$ cat config.mk
export PLATFORM = sky130hd
export DESIGN_NAME = pfg_top
export DESIGN_NICKNAME = d
export VERILOG_FILES = /design/src/hw/pfg_pkg.sv /design/src/hw/pfg_top.sv
export SDC_FILE = /design/constraint.sdc
export NUM_CORES = 1
export LEC_CHECK = 0
export BUFFER_PORTS_ARGS = -buffer_cell sky130_fd_sc_hd__buf_2
export CORE_UTILIZATION = 52
export DETAILED_ROUTE_END_ITERATION = 10
export GPL_TIMING_DRIVEN = 0
export HOLD_SLACK_MARGIN = 0.02
export PLACE_DENSITY = 0.7
export SYNTH_ARGS = -nofsm -noshare
export SYNTH_HDL_FRONTEND = slang
export SYNTH_SLANG_ARGS = --single-unit
$ cat constraint.sdc
create_clock -name aclk -period 9.9 [get_ports aclk]
set_clock_uncertainty 0.15 [all_clocks]
set_input_delay 1.98 -clock aclk [delete_from_list [all_inputs] [get_ports aclk]]
set_output_delay 1.98 -clock aclk [all_outputs]
set_load 0.05 [all_outputs]
$ cat src/hw/pfg_pkg.sv
// Constants and types shared by the frame generator/checker block
package pfg_pkg;
    // ==========================================
    // Register indexes, byte address is 4x index
    localparam int ADDR_W = 18;
    localparam logic [15:0] IDX_CTRL = 16'h40a0;
    localparam logic [15:0] IDX_LEN = 16'h40a1;
    localparam logic [15:0] IDX_BURST = 16'h40a2;
    localparam logic [15:0] IDX_RXH = 16'h40a3;
    localparam logic [15:0] IDX_RXL = 16'h40a4;
    // ==========================================
    // Control fields and reset values
    localparam int CHK_EN_BIT = 15;
    localparam int GATE_BIT = 14;
    localparam int BYPASS_BIT = 13;
    localparam int RUN_BIT = 12;
    localparam int PRE_LO = 8;
    localparam int GAP_LO = 4;
    localparam int FORCE_BIT = 3;
    localparam int CORRUPT_BIT = 2;
    localparam int KIND_LO = 0;
    localparam logic [15:0] CTRL_RST = 16'h68d0;
    localparam logic [15:0] LEN_RST = 16'h0040;
    localparam logic [15:0] BURST_RST = 16'h0000;
    localparam logic [3:0] PRE_RST = 4'h8;
    localparam logic [3:0] GAP_RST = 4'hd;
    localparam logic [3:0] MIN_FIELD = 4'h2;
    // ==========================================
    // Frame content
    localparam logic [7:0] PRE_BYTE = 8'h55;
    localparam logic [7:0] SFD_BYTE = 8'hd5;
    localparam logic [31:0] FIX_WORD = 32'h5aa55aa5;
    localparam logic [31:0] CRC_POLY = 32'hedb88320;
    localparam logic [31:0] CRC_INIT = 32'hffffffff;
    localparam logic [31:0] CRC_RESIDUE = 32'hdebb20e3;
    localparam logic [15:0] FCS_BYTES = 16'h0004;
    localparam logic [15:0] MIN_FRAME = 16'd64;
    localparam logic [15:0] MAX_FRAME = 16'd1518;
    localparam logic [7:0] LFSR_SEED = 8'h01;
    localparam logic [1:0] KIND_INC = 2'b00;
    localparam logic [1:0] KIND_RAND = 2'b01;
    localparam logic [1:0] KIND_FIX = 2'b10;
    localparam logic [1:0] RESP_OK = 2'b00;
    localparam logic [1:0] RESP_ERR = 2'b10;

    typedef enum logic [2:0] {
        G_IDLE, G_PRE, G_SFD, G_DATA, G_FCS, G_GAP
    } pfg_gen_st_t;

    typedef struct packed {
        logic en;
        logic er;
        logic [3:0] d;
    } pfg_mii_t;
endpackage

$ cat src/hw/pfg_top.sv
// Self-test frame generator, path select and good-frame checkers
`timescale 1ns/1ps
`default_nettype none
module pfg_top
    import pfg_pkg::*;
(
    input wire logic aclk,
    input wire logic aresetn,
    input wire logic [pfg_pkg::ADDR_W-1:0] s_axi_awaddr,
    input wire logic s_axi_awvalid,
    output logic s_axi_awready,
    input wire logic [31:0] s_axi_wdata,
    input wire logic [3:0] s_axi_wstrb,
    input wire logic s_axi_wvalid,
    output logic s_axi_wready,
    output logic [1:0] s_axi_bresp,
    output logic s_axi_bvalid,
    input wire logic s_axi_bready,
    input wire logic [pfg_pkg::ADDR_W-1:0] s_axi_araddr,
    input wire logic s_axi_arvalid,
    output logic s_axi_arready,
    output logic [31:0] s_axi_rdata,
    output logic [1:0] s_axi_rresp,
    output logic s_axi_rvalid,
    input wire logic s_axi_rready,
    input wire pfg_pkg::pfg_mii_t mac_tx,
    input wire pfg_pkg::pfg_mii_t phy_rx,
    input wire logic link_up,
    output pfg_pkg::pfg_mii_t phy_tx,
    output logic selftest_clk_on,
    output logic [31:0] tx_good_frame_total
);
    import pfg_pkg::*;

    function automatic logic [31:0] crc4(input logic [31:0] c,
                                         input logic [3:0] d);
        logic [31:0] r;
        r = c;
        for (int i = 0; i < 4; i++)
            r = (r >> 1) ^ ((r[0] ^ d[i]) ? CRC_POLY : 32'h0);
        return r;
    endfunction

    // ==========================================
    // State
    logic [15:0] ctrl_q, ctrl_d, len_q, len_d, burst_q, burst_d;
    logic [3:0] pre_q, pre_d, gap_q, gap_d;
    pfg_mii_t mac_s1_q, mac_s2_q, tx_q, tx_d;
    pfg_gen_st_t st_q, st_d;
    logic [15:0] cnt_q, cnt_d, sent_q, sent_d;
    logic nib_q, nib_d;
    logic [31:0] crc_q, crc_d;
    logic [7:0] lfsr_q, lfsr_d;
    logic aw_q, aw_d, w_q, w_d, b_q, b_d, r_q, r_d;
    logic [ADDR_W-1:0] awa_q, awa_d;
    logic [31:0] wd_q, wd_d, rd_q, rd_d;
    logic [3:0] ws_q, ws_d;
    logic [1:0] bresp_q, bresp_d, rresp_q, rresp_d;
    // Checker index 0 is receive, 1 is transmit
    logic [1:0] c_prev_q, c_prev_d, c_sfd_q, c_sfd_d, c_nib_q, c_nib_d;
    logic [31:0] c_crc_q[2], c_crc_d[2], tot_q[2], tot_d[2];
    logic [15:0] c_len_q[2], c_len_d[2];
    pfg_mii_t chk_in[2];

    // ==========================================
    // Next-state logic
    logic run, bypass, chk_en, on, gen_en, byte_end, wr_go, rd_go;
    logic [7:0] cur;
    logic [15:0] dlen, windex, rindex;
    logic [31:0] c_nx, g_nx;

    always_comb
    begin
        run = ctrl_q[RUN_BIT];
        bypass = ctrl_q[BYPASS_BIT];
        chk_en = ctrl_q[CHK_EN_BIT];
        on = !(ctrl_q[GATE_BIT] && !chk_en && bypass && !run);
        dlen = (len_q > FCS_BYTES) ? len_q - FCS_BYTES : 16'h0;
        byte_end = nib_q;
        chk_in[0] = phy_rx;
        chk_in[1] = tx_q;
        ctrl_d = ctrl_q;
        len_d = len_q;
        burst_d = burst_q;
        pre_d = pre_q;
        gap_d = gap_q;
        st_d = st_q;
        cnt_d = cnt_q;
        sent_d = sent_q;
        nib_d = on ? !nib_q : 1'b0;
        crc_d = crc_q;
        lfsr_d = lfsr_q;
        unique case (ctrl_q[KIND_LO +: 2])
            KIND_INC: cur = cnt_q[7:0];
            KIND_RAND: cur = lfsr_q;
            KIND_FIX: cur = FIX_WORD[8 * (3 - cnt_q[1:0]) +: 8];
            default: cur = 8'h00;
        endcase
        if (st_q == G_PRE)
            cur = PRE_BYTE;
        else if (st_q == G_SFD)
            cur = SFD_BYTE;
        else if (st_q == G_FCS)
            // Check word shifts a nibble per clock, so both halves
            // come from its lowest nibble
            cur = {crc_q[3:0], crc_q[3:0]};
        g_nx = crc4(crc_q, nib_q ? cur[7:4] : cur[3:0]);
        gen_en = st_q inside {G_PRE, G_SFD, G_DATA, G_FCS};
        // Generator walks one nibble per clock; forced back to G_IDLE while gated
        if (!on)
            st_d = G_IDLE;
        else
        begin
            unique case (st_q)
                G_IDLE:
                begin
                    nib_d = 1'b0;
                    cnt_d = 16'h0;
                    if (!run)
                        sent_d = 16'h0;
                    else if (link_up || ctrl_q[FORCE_BIT])
                        st_d = G_PRE;
                end
                G_PRE:
                    if (byte_end)
                    begin
                        cnt_d = cnt_q + 16'h1;
                        if (cnt_q == {12'h0, pre_q} - 16'h1)
                            st_d = G_SFD;
                    end
                G_SFD:
                    if (byte_end)
                    begin
                        cnt_d = 16'h0;
                        crc_d = CRC_INIT;
                        st_d = (dlen == 16'h0) ? G_FCS : G_DATA;
                        if (dlen == 16'h0)
                            crc_d = ~CRC_INIT ^
                                {31'h0, ctrl_q[CORRUPT_BIT]};
                    end
                G_DATA:
                begin
                    crc_d = g_nx;
                    if (byte_end)
                    begin
                        cnt_d = cnt_q + 16'h1;
                        lfsr_d = {lfsr_q[6:0],
                            lfsr_q[7] ^ lfsr_q[5] ^ lfsr_q[4] ^ lfsr_q[3]};
                        if (cnt_q == dlen - 16'h1)
                        begin
                            st_d = G_FCS;
                            cnt_d = 16'h0;
                            crc_d = ~g_nx ^
                                {31'h0, ctrl_q[CORRUPT_BIT]};
                        end
                    end
                end
                G_FCS:
                begin
                    crc_d = crc_q >> 4;
                    if (byte_end)
                    begin
                        cnt_d = cnt_q + 16'h1;
                        if (cnt_q == FCS_BYTES - 16'h1)
                        begin
                            st_d = G_GAP;
                            cnt_d = 16'h0;
                            sent_d = sent_q + 16'h1;
                            if (burst_q != 16'h0 &&
                                sent_q + 16'h1 >= burst_q)
                            begin
                                ctrl_d[RUN_BIT] = 1'b0;
                                sent_d = 16'h0;
                            end
                        end
                    end
                end
                G_GAP:
                    if (byte_end)
                    begin
                        cnt_d = cnt_q + 16'h1;
                        if (cnt_q == {12'h0, gap_q} - 16'h1)
                            st_d = G_IDLE;
                    end
            endcase
        end
        // Path select feeds the transmitter
        if (bypass)
            tx_d = mac_s2_q;
        else
        begin
            tx_d.en = gen_en;
            tx_d.er = 1'b0;
            tx_d.d = nib_q ? cur[7:4] : cur[3:0];
        end
        // Checkers; a frame is judged on the fall of its enable
        c_prev_d = c_prev_q;
        c_sfd_d = c_sfd_q;
        c_nib_d = c_nib_q;
        for (int k = 0; k < 2; k++)
        begin
            c_crc_d[k] = c_crc_q[k];
            c_len_d[k] = c_len_q[k];
            tot_d[k] = tot_q[k];
            c_nx = crc4(c_crc_q[k], chk_in[k].d);
            c_prev_d[k] = chk_in[k].en && chk_en && on;
            if (!(chk_en && on))
            begin
                c_sfd_d[k] = 1'b0;
                c_nib_d[k] = 1'b0;
            end
            else if (chk_in[k].en)
            begin
                if (!c_sfd_q[k])
                begin
                    c_sfd_d[k] = (chk_in[k].d == SFD_BYTE[7:4]) &&
                        c_prev_q[k];
                    c_crc_d[k] = CRC_INIT;
                    c_len_d[k] = 16'h0;
                    c_nib_d[k] = 1'b0;
                end
                else
                begin
                    c_crc_d[k] = c_nx;
                    c_nib_d[k] = !c_nib_q[k];
                    if (c_nib_q[k] && c_len_q[k] != 16'hffff)
                        c_len_d[k] = c_len_q[k] + 16'h1;
                end
            end
            else
            begin
                c_sfd_d[k] = 1'b0;
                if (c_sfd_q[k] && c_crc_q[k] == CRC_RESIDUE &&
                    c_len_q[k] >= MIN_FRAME && c_len_q[k] <= MAX_FRAME)
                    tot_d[k] = tot_q[k] + 32'h1;
            end
        end
        tx_good_frame_total = tot_q[1];
        // AXI4-Lite slave
        aw_d = aw_q || s_axi_awvalid;
        awa_d = aw_q ? awa_q : s_axi_awaddr;
        w_d = w_q || s_axi_wvalid;
        wd_d = w_q ? wd_q : s_axi_wdata;
        ws_d = w_q ? ws_q : s_axi_wstrb;
        b_d = b_q && !s_axi_bready;
        bresp_d = bresp_q;
        r_d = r_q && !s_axi_rready;
        rd_d = rd_q;
        rresp_d = rresp_q;
        windex = 16'(awa_q >> 2);
        rindex = 16'(s_axi_araddr >> 2);
        wr_go = aw_q && w_q && !b_q;
        rd_go = s_axi_arvalid && !r_q;
        if (wr_go)
        begin
            aw_d = 1'b0;
            w_d = 1'b0;
            b_d = 1'b1;
            bresp_d = RESP_OK;
            for (int i = 0; i < 2; i++)
                if (ws_q[i])
                    unique case (windex)
                        IDX_CTRL: ctrl_d[8*i +: 8] = wd_q[8*i +: 8];
                        IDX_LEN: len_d[8*i +: 8] = wd_q[8*i +: 8];
                        IDX_BURST: burst_d[8*i +: 8] = wd_q[8*i +: 8];
                        IDX_RXH, IDX_RXL: ;
                        default: bresp_d = RESP_ERR;
                    endcase
            if (!(windex inside {IDX_CTRL, IDX_LEN, IDX_BURST, IDX_RXH,
                                 IDX_RXL}))
                bresp_d = RESP_ERR;
            // Short fields keep their last usable value
            if (windex == IDX_CTRL && ws_q[1] &&
                wd_q[PRE_LO +: 4] >= MIN_FIELD)
                pre_d = wd_q[PRE_LO +: 4];
            if (windex == IDX_CTRL && ws_q[0] &&
                wd_q[GAP_LO +: 4] >= MIN_FIELD)
                gap_d = wd_q[GAP_LO +: 4];
        end
        if (rd_go)
        begin
            r_d = 1'b1;
            rresp_d = RESP_OK;
            // Clear-on-read; a frame counted this cycle survives
            unique case (rindex)
                IDX_CTRL: rd_d = {16'h0, ctrl_q};
                IDX_LEN: rd_d = {16'h0, len_q};
                IDX_BURST: rd_d = {16'h0, burst_q};
                IDX_RXH:
                begin
                    rd_d = {16'h0, tot_q[0][31:16]};
                    tot_d[0] = {16'h0, tot_q[0][15:0]} +
                        (tot_d[0] - tot_q[0]);
                end
                IDX_RXL:
                begin
                    rd_d = {16'h0, tot_q[0][15:0]};
                    tot_d[0] = {tot_q[0][31:16], 16'h0} +
                        (tot_d[0] - tot_q[0]);
                end
                default:
                begin
                    rd_d = 32'h0;
                    rresp_d = RESP_ERR;
                end
            endcase
        end
        s_axi_awready = !aw_q;
        s_axi_wready = !w_q;
        s_axi_bvalid = b_q;
        s_axi_bresp = bresp_q;
        s_axi_arready = !r_q;
        s_axi_rvalid = r_q;
        s_axi_rdata = rd_q;
        s_axi_rresp = rresp_q;
        phy_tx = tx_q;
        selftest_clk_on = on;
    end

    // ==========================================
    // Registers
    always_ff @(posedge aclk)
    begin
        // MAC pins are outside this clock, so two stages first
        mac_s1_q <= mac_tx;
        mac_s2_q <= mac_s1_q;
        if (!aresetn)
        begin
            ctrl_q <= CTRL_RST;
            len_q <= LEN_RST;
            burst_q <= BURST_RST;
            pre_q <= PRE_RST;
            gap_q <= GAP_RST;
            tx_q <= '0;
            st_q <= G_IDLE;
            cnt_q <= 16'h0;
            sent_q <= 16'h0;
            nib_q <= 1'b0;
            crc_q <= CRC_INIT;
            lfsr_q <= LFSR_SEED;
            {aw_q, w_q, b_q, r_q} <= 4'h0;
            awa_q <= '0;
            wd_q <= 32'h0;
            ws_q <= 4'h0;
            rd_q <= 32'h0;
            bresp_q <= RESP_OK;
            rresp_q <= RESP_OK;
            c_prev_q <= 2'b00;
            c_sfd_q <= 2'b00;
            c_nib_q <= 2'b00;
            for (int k = 0; k < 2; k++)
            begin
                c_crc_q[k] <= CRC_INIT;
                c_len_q[k] <= 16'h0;
                tot_q[k] <= 32'h0;
            end
        end
        else
        begin
            ctrl_q <= ctrl_d;
            len_q <= len_d;
            burst_q <= burst_d;
            pre_q <= pre_d;
            gap_q <= gap_d;
            tx_q <= tx_d;
            st_q <= st_d;
            cnt_q <= cnt_d;
            sent_q <= sent_d;
            nib_q <= nib_d;
            crc_q <= crc_d;
            lfsr_q <= lfsr_d;
            {aw_q, w_q, b_q, r_q} <= {aw_d, w_d, b_d, r_d};
            awa_q <= awa_d;
            wd_q <= wd_d;
            ws_q <= ws_d;
            rd_q <= rd_d;
            bresp_q <= bresp_d;
            rresp_q <= rresp_d;
            c_prev_q <= c_prev_d;
            c_sfd_q <= c_sfd_d;
            c_nib_q <= c_nib_d;
            c_crc_q <= c_crc_d;
            c_len_q <= c_len_d;
            tot_q <= tot_d;
        end
    end
endmodule
`default_nettype wire

==> run metrics, run 1 <==
worst vdd rail ir drop=between 0.1 and 0.15 mV; core utilization of the finished layout=between 50% and 60%; Net Sw Frac=23.6%; sum of overflow across all layers after global routing=0; critical register-to-register path endpoint=tot_q[63]$_SDFF_PN0_; Clk network pwr share=50.1%; critical path capture point=tot_q[63]$_SDFF_PN0_; sort of element at the end of the critical path=flip-flop; clock tree from TritonCTS=done; shortest clock period the worst path allows after layout=approximately 9.4 ns; total placed cells including tap cells=~3700; Total Routed Length=just under 70000 um; actual transition at the worst max-transition pin=approximately 1.3 ns; number of warnings printed during yosys synthesis=0; arrival time of data at the critical path endpoint=approximately 9.7 ns; hold path startpoint=mac_s1_q[3]$_DFF_P_; multi-input combinational cell area=about 14000 um2; antenna violations before repair=1; Clock H-tree levels=2; Worst path top cell family by delay=compound AO/OA/AOI/OAI gates; reg-to-reg critical path startpoint=ctrl_q[15]$_SDFFE_PN0P_; Vert. Die Dim=around 210 um; flop2flop setup slack=roughly 1.1 ns; post-synthesis register bit count=372; final setup violating endpoints=0; number of cell instances on the worst register-to-register path=28; run status=completed; Internal=~2.7 mW; Syn Std Cell Area=around 23000 um2; total I/O pin count=172; critical-path maximum fanout=7; Total Negative Setup Slacks=0 ns; count of distinct cell types in the synthesized netlist=88; register area share after synthesis=between 30% and 40%; primary flip-flop cell chosen by synthesis mapping=sky130_fd_sc_hd__dfxtp_1; share of total power in sequential cells=44.1%; average detailed-routed wire length per instance=between 15 and 20 um; logic depth of the worst setup path including buffers=28; Filler Cells Inserted=between 3000 and 4000; detailed placement HPWL=between 50000 and 60000 um; WP data required=a little over 10 ns; number of clock sinks=about 370; storage element area=around 7400 um2; crit path launch=phy_rx[5]; class of the tightest hold or removal check=flip-flop to flip-flop; layout-stage area growth over the synthesis result=13.1%; maxcap violations=0; unrepaired setup endpoints after global routing=false; power consumption=3.49 mW; layout cell share with drive strength beyond 1=approximately a tenth; DR pass1 iterations=8; cell with the largest stage delay on the worst path=sky130_fd_sc_hd__a2111oi_1; power density cells=~130 nW/um2; fmax=around 110 MHz; startpoint type of the worst setup path=input pin; area of the die=between 40000 and 50000 um2; via count of the first global-routing pass=20600; Residual DRC=0; Async S/R FF share, synth=0%; drt initial violations=just over 2000; endpoints failing hold=0; first-pass GRT wire length=roughly 110000 um; number of cells produced by synthesis=slightly below 3000; post-route insts no fill=approximately 3700; critical path's largest stage delay=between 0.8 and 0.9 ns; buffers added on ports=129; clock root buffer=sky130_fd_sc_hd__clkbuf_16; Period Utilization, post-route=~95%; largest net degree at the start of global routing=13; worst slew slack as a fraction of its limit=~15%; Max Slew Vio Count=0; GRT Resource Usage Total=roughly 30%; most used cells in the layout excluding fill and tap cells=419 x sky130_fd_sc_hd__nand2_1, 372 x sky130_fd_sc_hd__dfxtp_1, 276 x sky130_fd_sc_hd__nor2_1; LEAKAGE=roughly 10 nW; die outline width=around 210 um; cell area after placement=roughly 24000 um2; crit path kind=input pin to flip-flop; average via count per standard cell=approximately 6; deepest clock path buffer count=3; antenna violation net count after detailed routing=0; Avg Inst Size Synth=7.87 um2; clock-pin slew on the worst setup and hold paths=roughly 0.060 ns; insertion delay to the later sink of the worst-skew pair=roughly 0.59 ns; Initial Util=53.0%; clock buffer count from CTS=44; detailed-route via count=roughly 22000; NetSw=~0.83 mW; Post-synth EDFFs=0; row count=between 70 and 80; GP Congestion=roughly 1.0; Placeable Area=43400 um2; Final nets=between 3000 and 4000; final cell area excluding filler cells=around 26000 um2; number of buffers and inverters on the critical path=2; fraction of power consumed by combinational cells=approximately 5.8%; leading cell type in the layout, fill and taps excluded=sky130_fd_sc_hd__nand2_1
==> worst min path at each step <==
stage,endpoint,slack (ns),cells past startpoint
global route,mac_s2_q[5]$_DFF_P_,0.18,0
detailed placement,mac_s2_q[3]$_DFF_P_,0.16,0
finish,mac_s2_q[3]$_DFF_P_,0.18,0
floorplan,mac_s2_q[0]$_DFF_P_,0.16,0
CTS,mac_s2_q[5]$_DFF_P_,0.18,0
global placement,mac_s2_q[5]$_DFF_P_,0.17,0
==> routing by layer <==
metal	track usage, %	share of wire [%]	vias to the layer above
met1	40.3	44	10400
met3	4.84	7.5	150
met5	0	0	-
li1	-	-	10700
met4	11.1	3.1	0
met2	49.7	46	893
==> flip-flops by register name (all words and copies together) (netlist names), 3 cells and up <==
register	count
mac_s2_q	6
lfsr_q	8
tx_good_frame_total	32
wd_q	16
phy_tx	6
c_crc_q	64
crc_q	32
mac_s1_q	6
s_axi_rdata	16
burst_q	16
tot_q	32
pre_q	4
cnt_q	16
c_len_q	32
awa_q	16
ctrl_q	16
st_q	3
sent_q	16
gap_q	4
len_q	16
==> Yosys cell counts (51+ instances only) <==
cell type / count / area [um2]
sky130_fd_sc_hd__ha_1: 97 / 1210
sky130_fd_sc_hd__inv_1: 109 / 409
sky130_fd_sc_hd__o211ai_1: 51 / 383
sky130_fd_sc_hd__xnor2_1: 167 / 1460
sky130_fd_sc_hd__dfxtp_1: 372 / 7450
sky130_fd_sc_hd__nand2_1: 419 / 1570
sky130_fd_sc_hd__buf_4: 51 / 383
sky130_fd_sc_hd__nand3_1: 92 / 460
sky130_fd_sc_hd__xor2_1: 97 / 850
sky130_fd_sc_hd__nor2_1: 276 / 1040
sky130_fd_sc_hd__clkbuf_1: 125 / 469
sky130_fd_sc_hd__nor3_1: 76 / 380
sky130_fd_sc_hd__mux2i_1: 65 / 651
sky130_fd_sc_hd__a21oi_1: 198 / 991
sky130_fd_sc_hd__o21ai_0: 135 / 676
==> area by class of cell <==
type	instances	share of cell area (%)
tap	585	2.82
timing repair buffer	130	2.51
clock inverter	11	0.953
sequential	372	28.7
clock buffer	64	4.99
antenna	1	0.00963
multi-input combinational	2271	55.0
inverter	109	1.57
buffer	186	3.46
==> stage by stage <==
step / worst slack [ns] / hold WS, ns
floorplan: 2.12 / 0.160
global placement: 0.137 / 0.166
detailed placement: -0.0192 / 0.163
CTS: 0.475 / 0.179
global route: 0.131 / 0.180
finish: 0.535 / 0.176
==> repair_timing <==
action | 4_1_cts | 5_1_grt
setup endpoints to repair | 0 | 1
gates resized for setup | 0 | 1
hold buffers | 0 | 0
setup buffers | 0 | 0
==> cells by family (layout without fill, tap and decap cells) <==
logic type / after synthesis / count (layout) / synth area share [%]
flip-flops: 372 / 372 / 32.4
adder cells (fa/ha/maj): 100 / 100 / 5.54
multiplexers: 78 / 78 / 3.81
AO/OA/AOI/OAI: 670 / 670 / 18.9
other: 1 / 19 / 0.0163
AND/OR/NAND/NOR: 1138 / 1138 / 23.2
XOR/XNOR: 267 / 267 / 10.4
buffers and inverters: 295 / 500 / 5.69
==> power groups by stage <==
stage / Sequential (mW) / Combinational [mW] / Clock (mW)
final: 1.54 / 0.204 / 1.75
after global placement: 1.57 / 0.198 / 0
after detailed placement: 1.57 / 0.201 / 0
after CTS: 1.54 / 0.202 / 1.77
after floorplan: 1.58 / 0.117 / 0
after global routing: 1.54 / 0.217 / 1.83
(Power assumes the default switching activity.)
==> run 2, diff against run 1 <==
Settings changed: ABC_AREA from default to 1.
==> run metrics, run 2 <==
register area share after synthesis=29.5% (-2.9 points); pre-CTS WS=1.57 ns (+1.58 ns); dominant cells by area after synthesis=sky130_fd_sc_hd__dfxtp_1 30%, sky130_fd_sc_hd__nand2_1 12%, sky130_fd_sc_hd__inv_1 7.4%, sky130_fd_sc_hd__a21oi_1 6.3%, sky130_fd_sc_hd__o21ai_0 5.8%; endpoints failing hold=0 (unchanged); Net Sw Frac=24.4% (+0.78 points); Total Routed Length=82500 um (+19%); Period Utilization, post-route=80.0% (-15 points); share of the synthesized area in the top cell type=29.5% (-2.9 points); shortest clock period the worst path allows after layout=7.92 ns (-1.45 ns); Async S/R FF share, synth=0% (unchanged); sink of the worst hold path=mac_s2_q[3]$_DFF_P_; fraction of power consumed by combinational cells=5.8% (about the same); first-pass GRT wire length=129000 um (+18%); row count=80 (+5.3%); GP Congestion=1.01 (-0.22%); WP data required=10.29 ns (+0.08 ns); startpoint type of the worst setup path=input pin; LEAKAGE=12.7 nW (+24%); number of buffers and inverters on the critical path=4 (+2); total placed cells including tap cells=4612 (+26%); power density cells=126 nW/um2 (-6.3%); sort of element at the end of the critical path=flip-flop; Max Slew Vio Count=0 (unchanged); number of buffers added to fix hold violations after cts=0 (unchanged); via count of the first global-routing pass=24100 (+17%); detailed placement HPWL=63800 um (+22%); most used cells in the layout excluding fill and tap cells=818 x sky130_fd_sc_hd__nand2_1, 499 x sky130_fd_sc_hd__inv_1, 372 x sky130_fd_sc_hd__dfxtp_1; actual transition at the worst max-transition pin=1.33 ns (+0.0658 ns); final setup violating endpoints=0 (unchanged); worst vdd rail ir drop=0.116 mV (-14%); Avg Inst Size Synth=6.56 um2 (-17%); flip-flop count of the largest register after layout=64 (unchanged); number of gates resized after cts=0 (unchanged); maxcap violations=0 (unchanged); number of warnings printed during yosys synthesis=0 (unchanged); final cell area excluding filler cells=28300 um2 (+9.1%); post-route insts no fill=4694 (+26%); Worst path top cell family by delay=simple AND/OR/NAND/NOR gates; Post-synth EDFFs=0 (unchanged); worst slew slack as a fraction of its limit=10.8% (-4.2 points); reg-to-reg critical path startpoint=c_crc_q[49]$_SDFFE_PN1P_; fmax=126 MHz (+18%); total I/O pin count=172 (unchanged); Total Negative Setup Slacks=0 ns (unchanged); hold path startpoint=mac_s1_q[3]$_DFF_P_; DR pass1 iterations=6 (-2); cell with the largest stage delay on the worst path=sky130_fd_sc_hd__nor3_1; layout-stage area growth over the synthesis result=12.3%; sum of overflow across all layers after global routing=0 (unchanged); clock-pin slew on the worst setup and hold paths=0.07 ns (about the same); number of cell instances on the worst register-to-register path=39 (+39%); deepest clock path buffer count=3 (unchanged); buffers added on ports=130 (+0.78%); flop2flop setup slack=2.02 ns (+0.97 ns); cell area after placement=26700 um2 (+9.4%); Vert. Die Dim=222 um (+4.7%); layout cell share with drive strength beyond 1=7.97% (-1.5 points); Placeable Area=47800 um2 (+10%); setup slack after layout=1.98 ns (+1.45 ns); Yosys top cell by area=sky130_fd_sc_hd__dfxtp_1; Top reg by flops=c_crc_q; critical register-to-register path endpoint=tot_q[63]$_SDFF_PN0_; critical-path maximum fanout=8 (+1); primary flip-flop cell chosen by synthesis mapping=sky130_fd_sc_hd__dfxtp_1; average detailed-routed wire length per instance=17.6 um (-5.7%); post-synthesis register bit count=372 (unchanged); power consumption=3.57 mW (+2.2%); critical path's largest stage delay=0.49 ns (-0.33 ns); antenna violations before repair=2 (+1); number of clock sinks=372 (unchanged); most frequent cells after synthesis=818 x sky130_fd_sc_hd__nand2_1, 499 x sky130_fd_sc_hd__inv_1, 372 x sky130_fd_sc_hd__dfxtp_1, 323 x sky130_fd_sc_hd__nor2_1, 318 x sky130_fd_sc_hd__a21oi_1; Internal=2.70 mW (+1.2%); crit path kind=input pin to flip-flop; logic depth of the worst setup path including buffers=35 (+25%); detailed-route via count=26400 (+19%); Worst Hold Path Cells=0 (unchanged); unrepaired setup endpoints after global routing=false; leading cell type in the layout, fill and taps excluded=sky130_fd_sc_hd__nand2_1; clock root buffer=sky130_fd_sc_hd__clkbuf_16; Post-CTS Setup Repair Bufs=0 (unchanged); antenna violation net count after detailed routing=0 (unchanged); clock tree from TritonCTS=done; GRT Resource Usage Total=32.6% (+2.2 points); clock buffer count from CTS=44 (unchanged); cell mode on critical path=sky130_fd_sc_hd__nand2_1; share of total power in sequential cells=43.0% (-1.1 points); Clock H-tree levels=2 (unchanged); Syn Std Cell Area=25200 um2 (+9.8%); Initial Util=52.8% (-0.25 points); area of the die=49400 um2 (+9.7%); number of cells produced by synthesis=3850 (+32%); Residual DRC=0 (unchanged); library cell with the highest instance count after synthesis=sky130_fd_sc_hd__nand2_1; crit path launch=phy_rx[5]; arrival time of data at the critical path endpoint=8.31 ns (-1.36 ns); largest net degree at the start of global routing=13 (unchanged); Clk network pwr share=51.2% (+1.1 points); class of the tightest hold or removal check=flip-flop to flip-flop; Filler Cells Inserted=4738 (+19%); Final nets=4235 (+28%); average via count per standard cell=5.62 (-5.4%); count of distinct cell types in the synthesized netlist=66 (-25%); drt initial violations=2595 (+26%); die outline width=222 um (+4.7%); NetSw=0.872 mW (+5.6%); insertion delay to the later sink of the worst-skew pair=0.60 ns (about the same); run status=completed
[run 2: cell count changes after synthesis, moves of 27 or more]
cell and delta:
sky130_fd_sc_hd__nand3_1 +148, sky130_fd_sc_hd__nor2_1 +47, sky130_fd_sc_hd__mux2i_1 -64, sky130_fd_sc_hd__a21oi_1 +120, sky130_fd_sc_hd__o21ai_0 +155, sky130_fd_sc_hd__xor2_1 +61, sky130_fd_sc_hd__inv_1 +390, sky130_fd_sc_hd__xnor2_1 -134
sky130_fd_sc_hd__nand2_1 +399, sky130_fd_sc_hd__or3_1 -27, sky130_fd_sc_hd__and3_1 -28, sky130_fd_sc_hd__nand4_1 +51
[run 2: stage by stage]
stage                     hold WS (ns)  util [%]
final                            0.177      59.2
after global routing             0.185      59.2
after CTS                        0.179      59.2
after detailed placement         0.164      55.9
after global placement           0.161      55.9
after floorplan                  0.160         -
[run 2: kinds of logic after synthesis]
kind of cell / Yosys count / synth area share (%)
AOI/OAI and AO/OA: 826 / 18.4
xor gates and xnor gates: 194 / 6.87
adders and majority gates: 100 / 5.05
buffers and inverters: 677 / 10.9
DFF: 372 / 29.5
muxes: 2 / 0.0843
other: 1 / 0.0149
and+or+nand+nor: 1678 / 29.2
[run 2: metal layers]
layer | vias up | share of wire, % | track usage (%)
li1 | 13200 | - | -
met1 | 12000 | 45 | 45.3
met2 | 1076 | 43 | 50.2
met3 | 179 | 7.8 | 4.95
met4 | 0 | 4.0 | 13.1
met5 | - | 0 | 0
[run 2: cell type report]
type	instances	area [um2]	area share [%]
flip-flops and latches	372	7450	26.3
plain buffers	168	843	2.98
repair buffers	130	651	2.30
inverters	509	1910	6.74
clock buffers	61	1260	4.43
multi-input cells	2818	15100	53.3
well taps	615	769	2.72
clock inverters	20	358	1.26
diodes	1	2.50	0.00883
[run 2: power groups by stage]
stage / sequential, mW / clock (mW) / combinational [mW]
2_1_floorplan: 1.58 / 0 / 0.112
3_3_place_gp: 1.57 / 0 / 0.201
3_5_place_dp: 1.57 / 0 / 0.202
4_1_cts: 1.54 / 1.85 / 0.203
5_1_grt: 1.54 / 1.91 / 0.221
6_report: 1.54 / 1.83 / 0.206
[run 2: worst max path at each step]
stage                      endpoint  slack, ns
5_1_grt        tot_q[63]$_SDFF_PN0_       1.56
3_5_place_dp   tot_q[63]$_SDFF_PN0_       1.57
6_report       tot_q[63]$_SDFF_PN0_       1.98
3_3_place_gp   tot_q[63]$_SDFF_PN0_       1.54
2_1_floorplan  tot_q[63]$_SDFF_PN0_       3.33
4_1_cts        tot_q[63]$_SDFF_PN0_       2.18
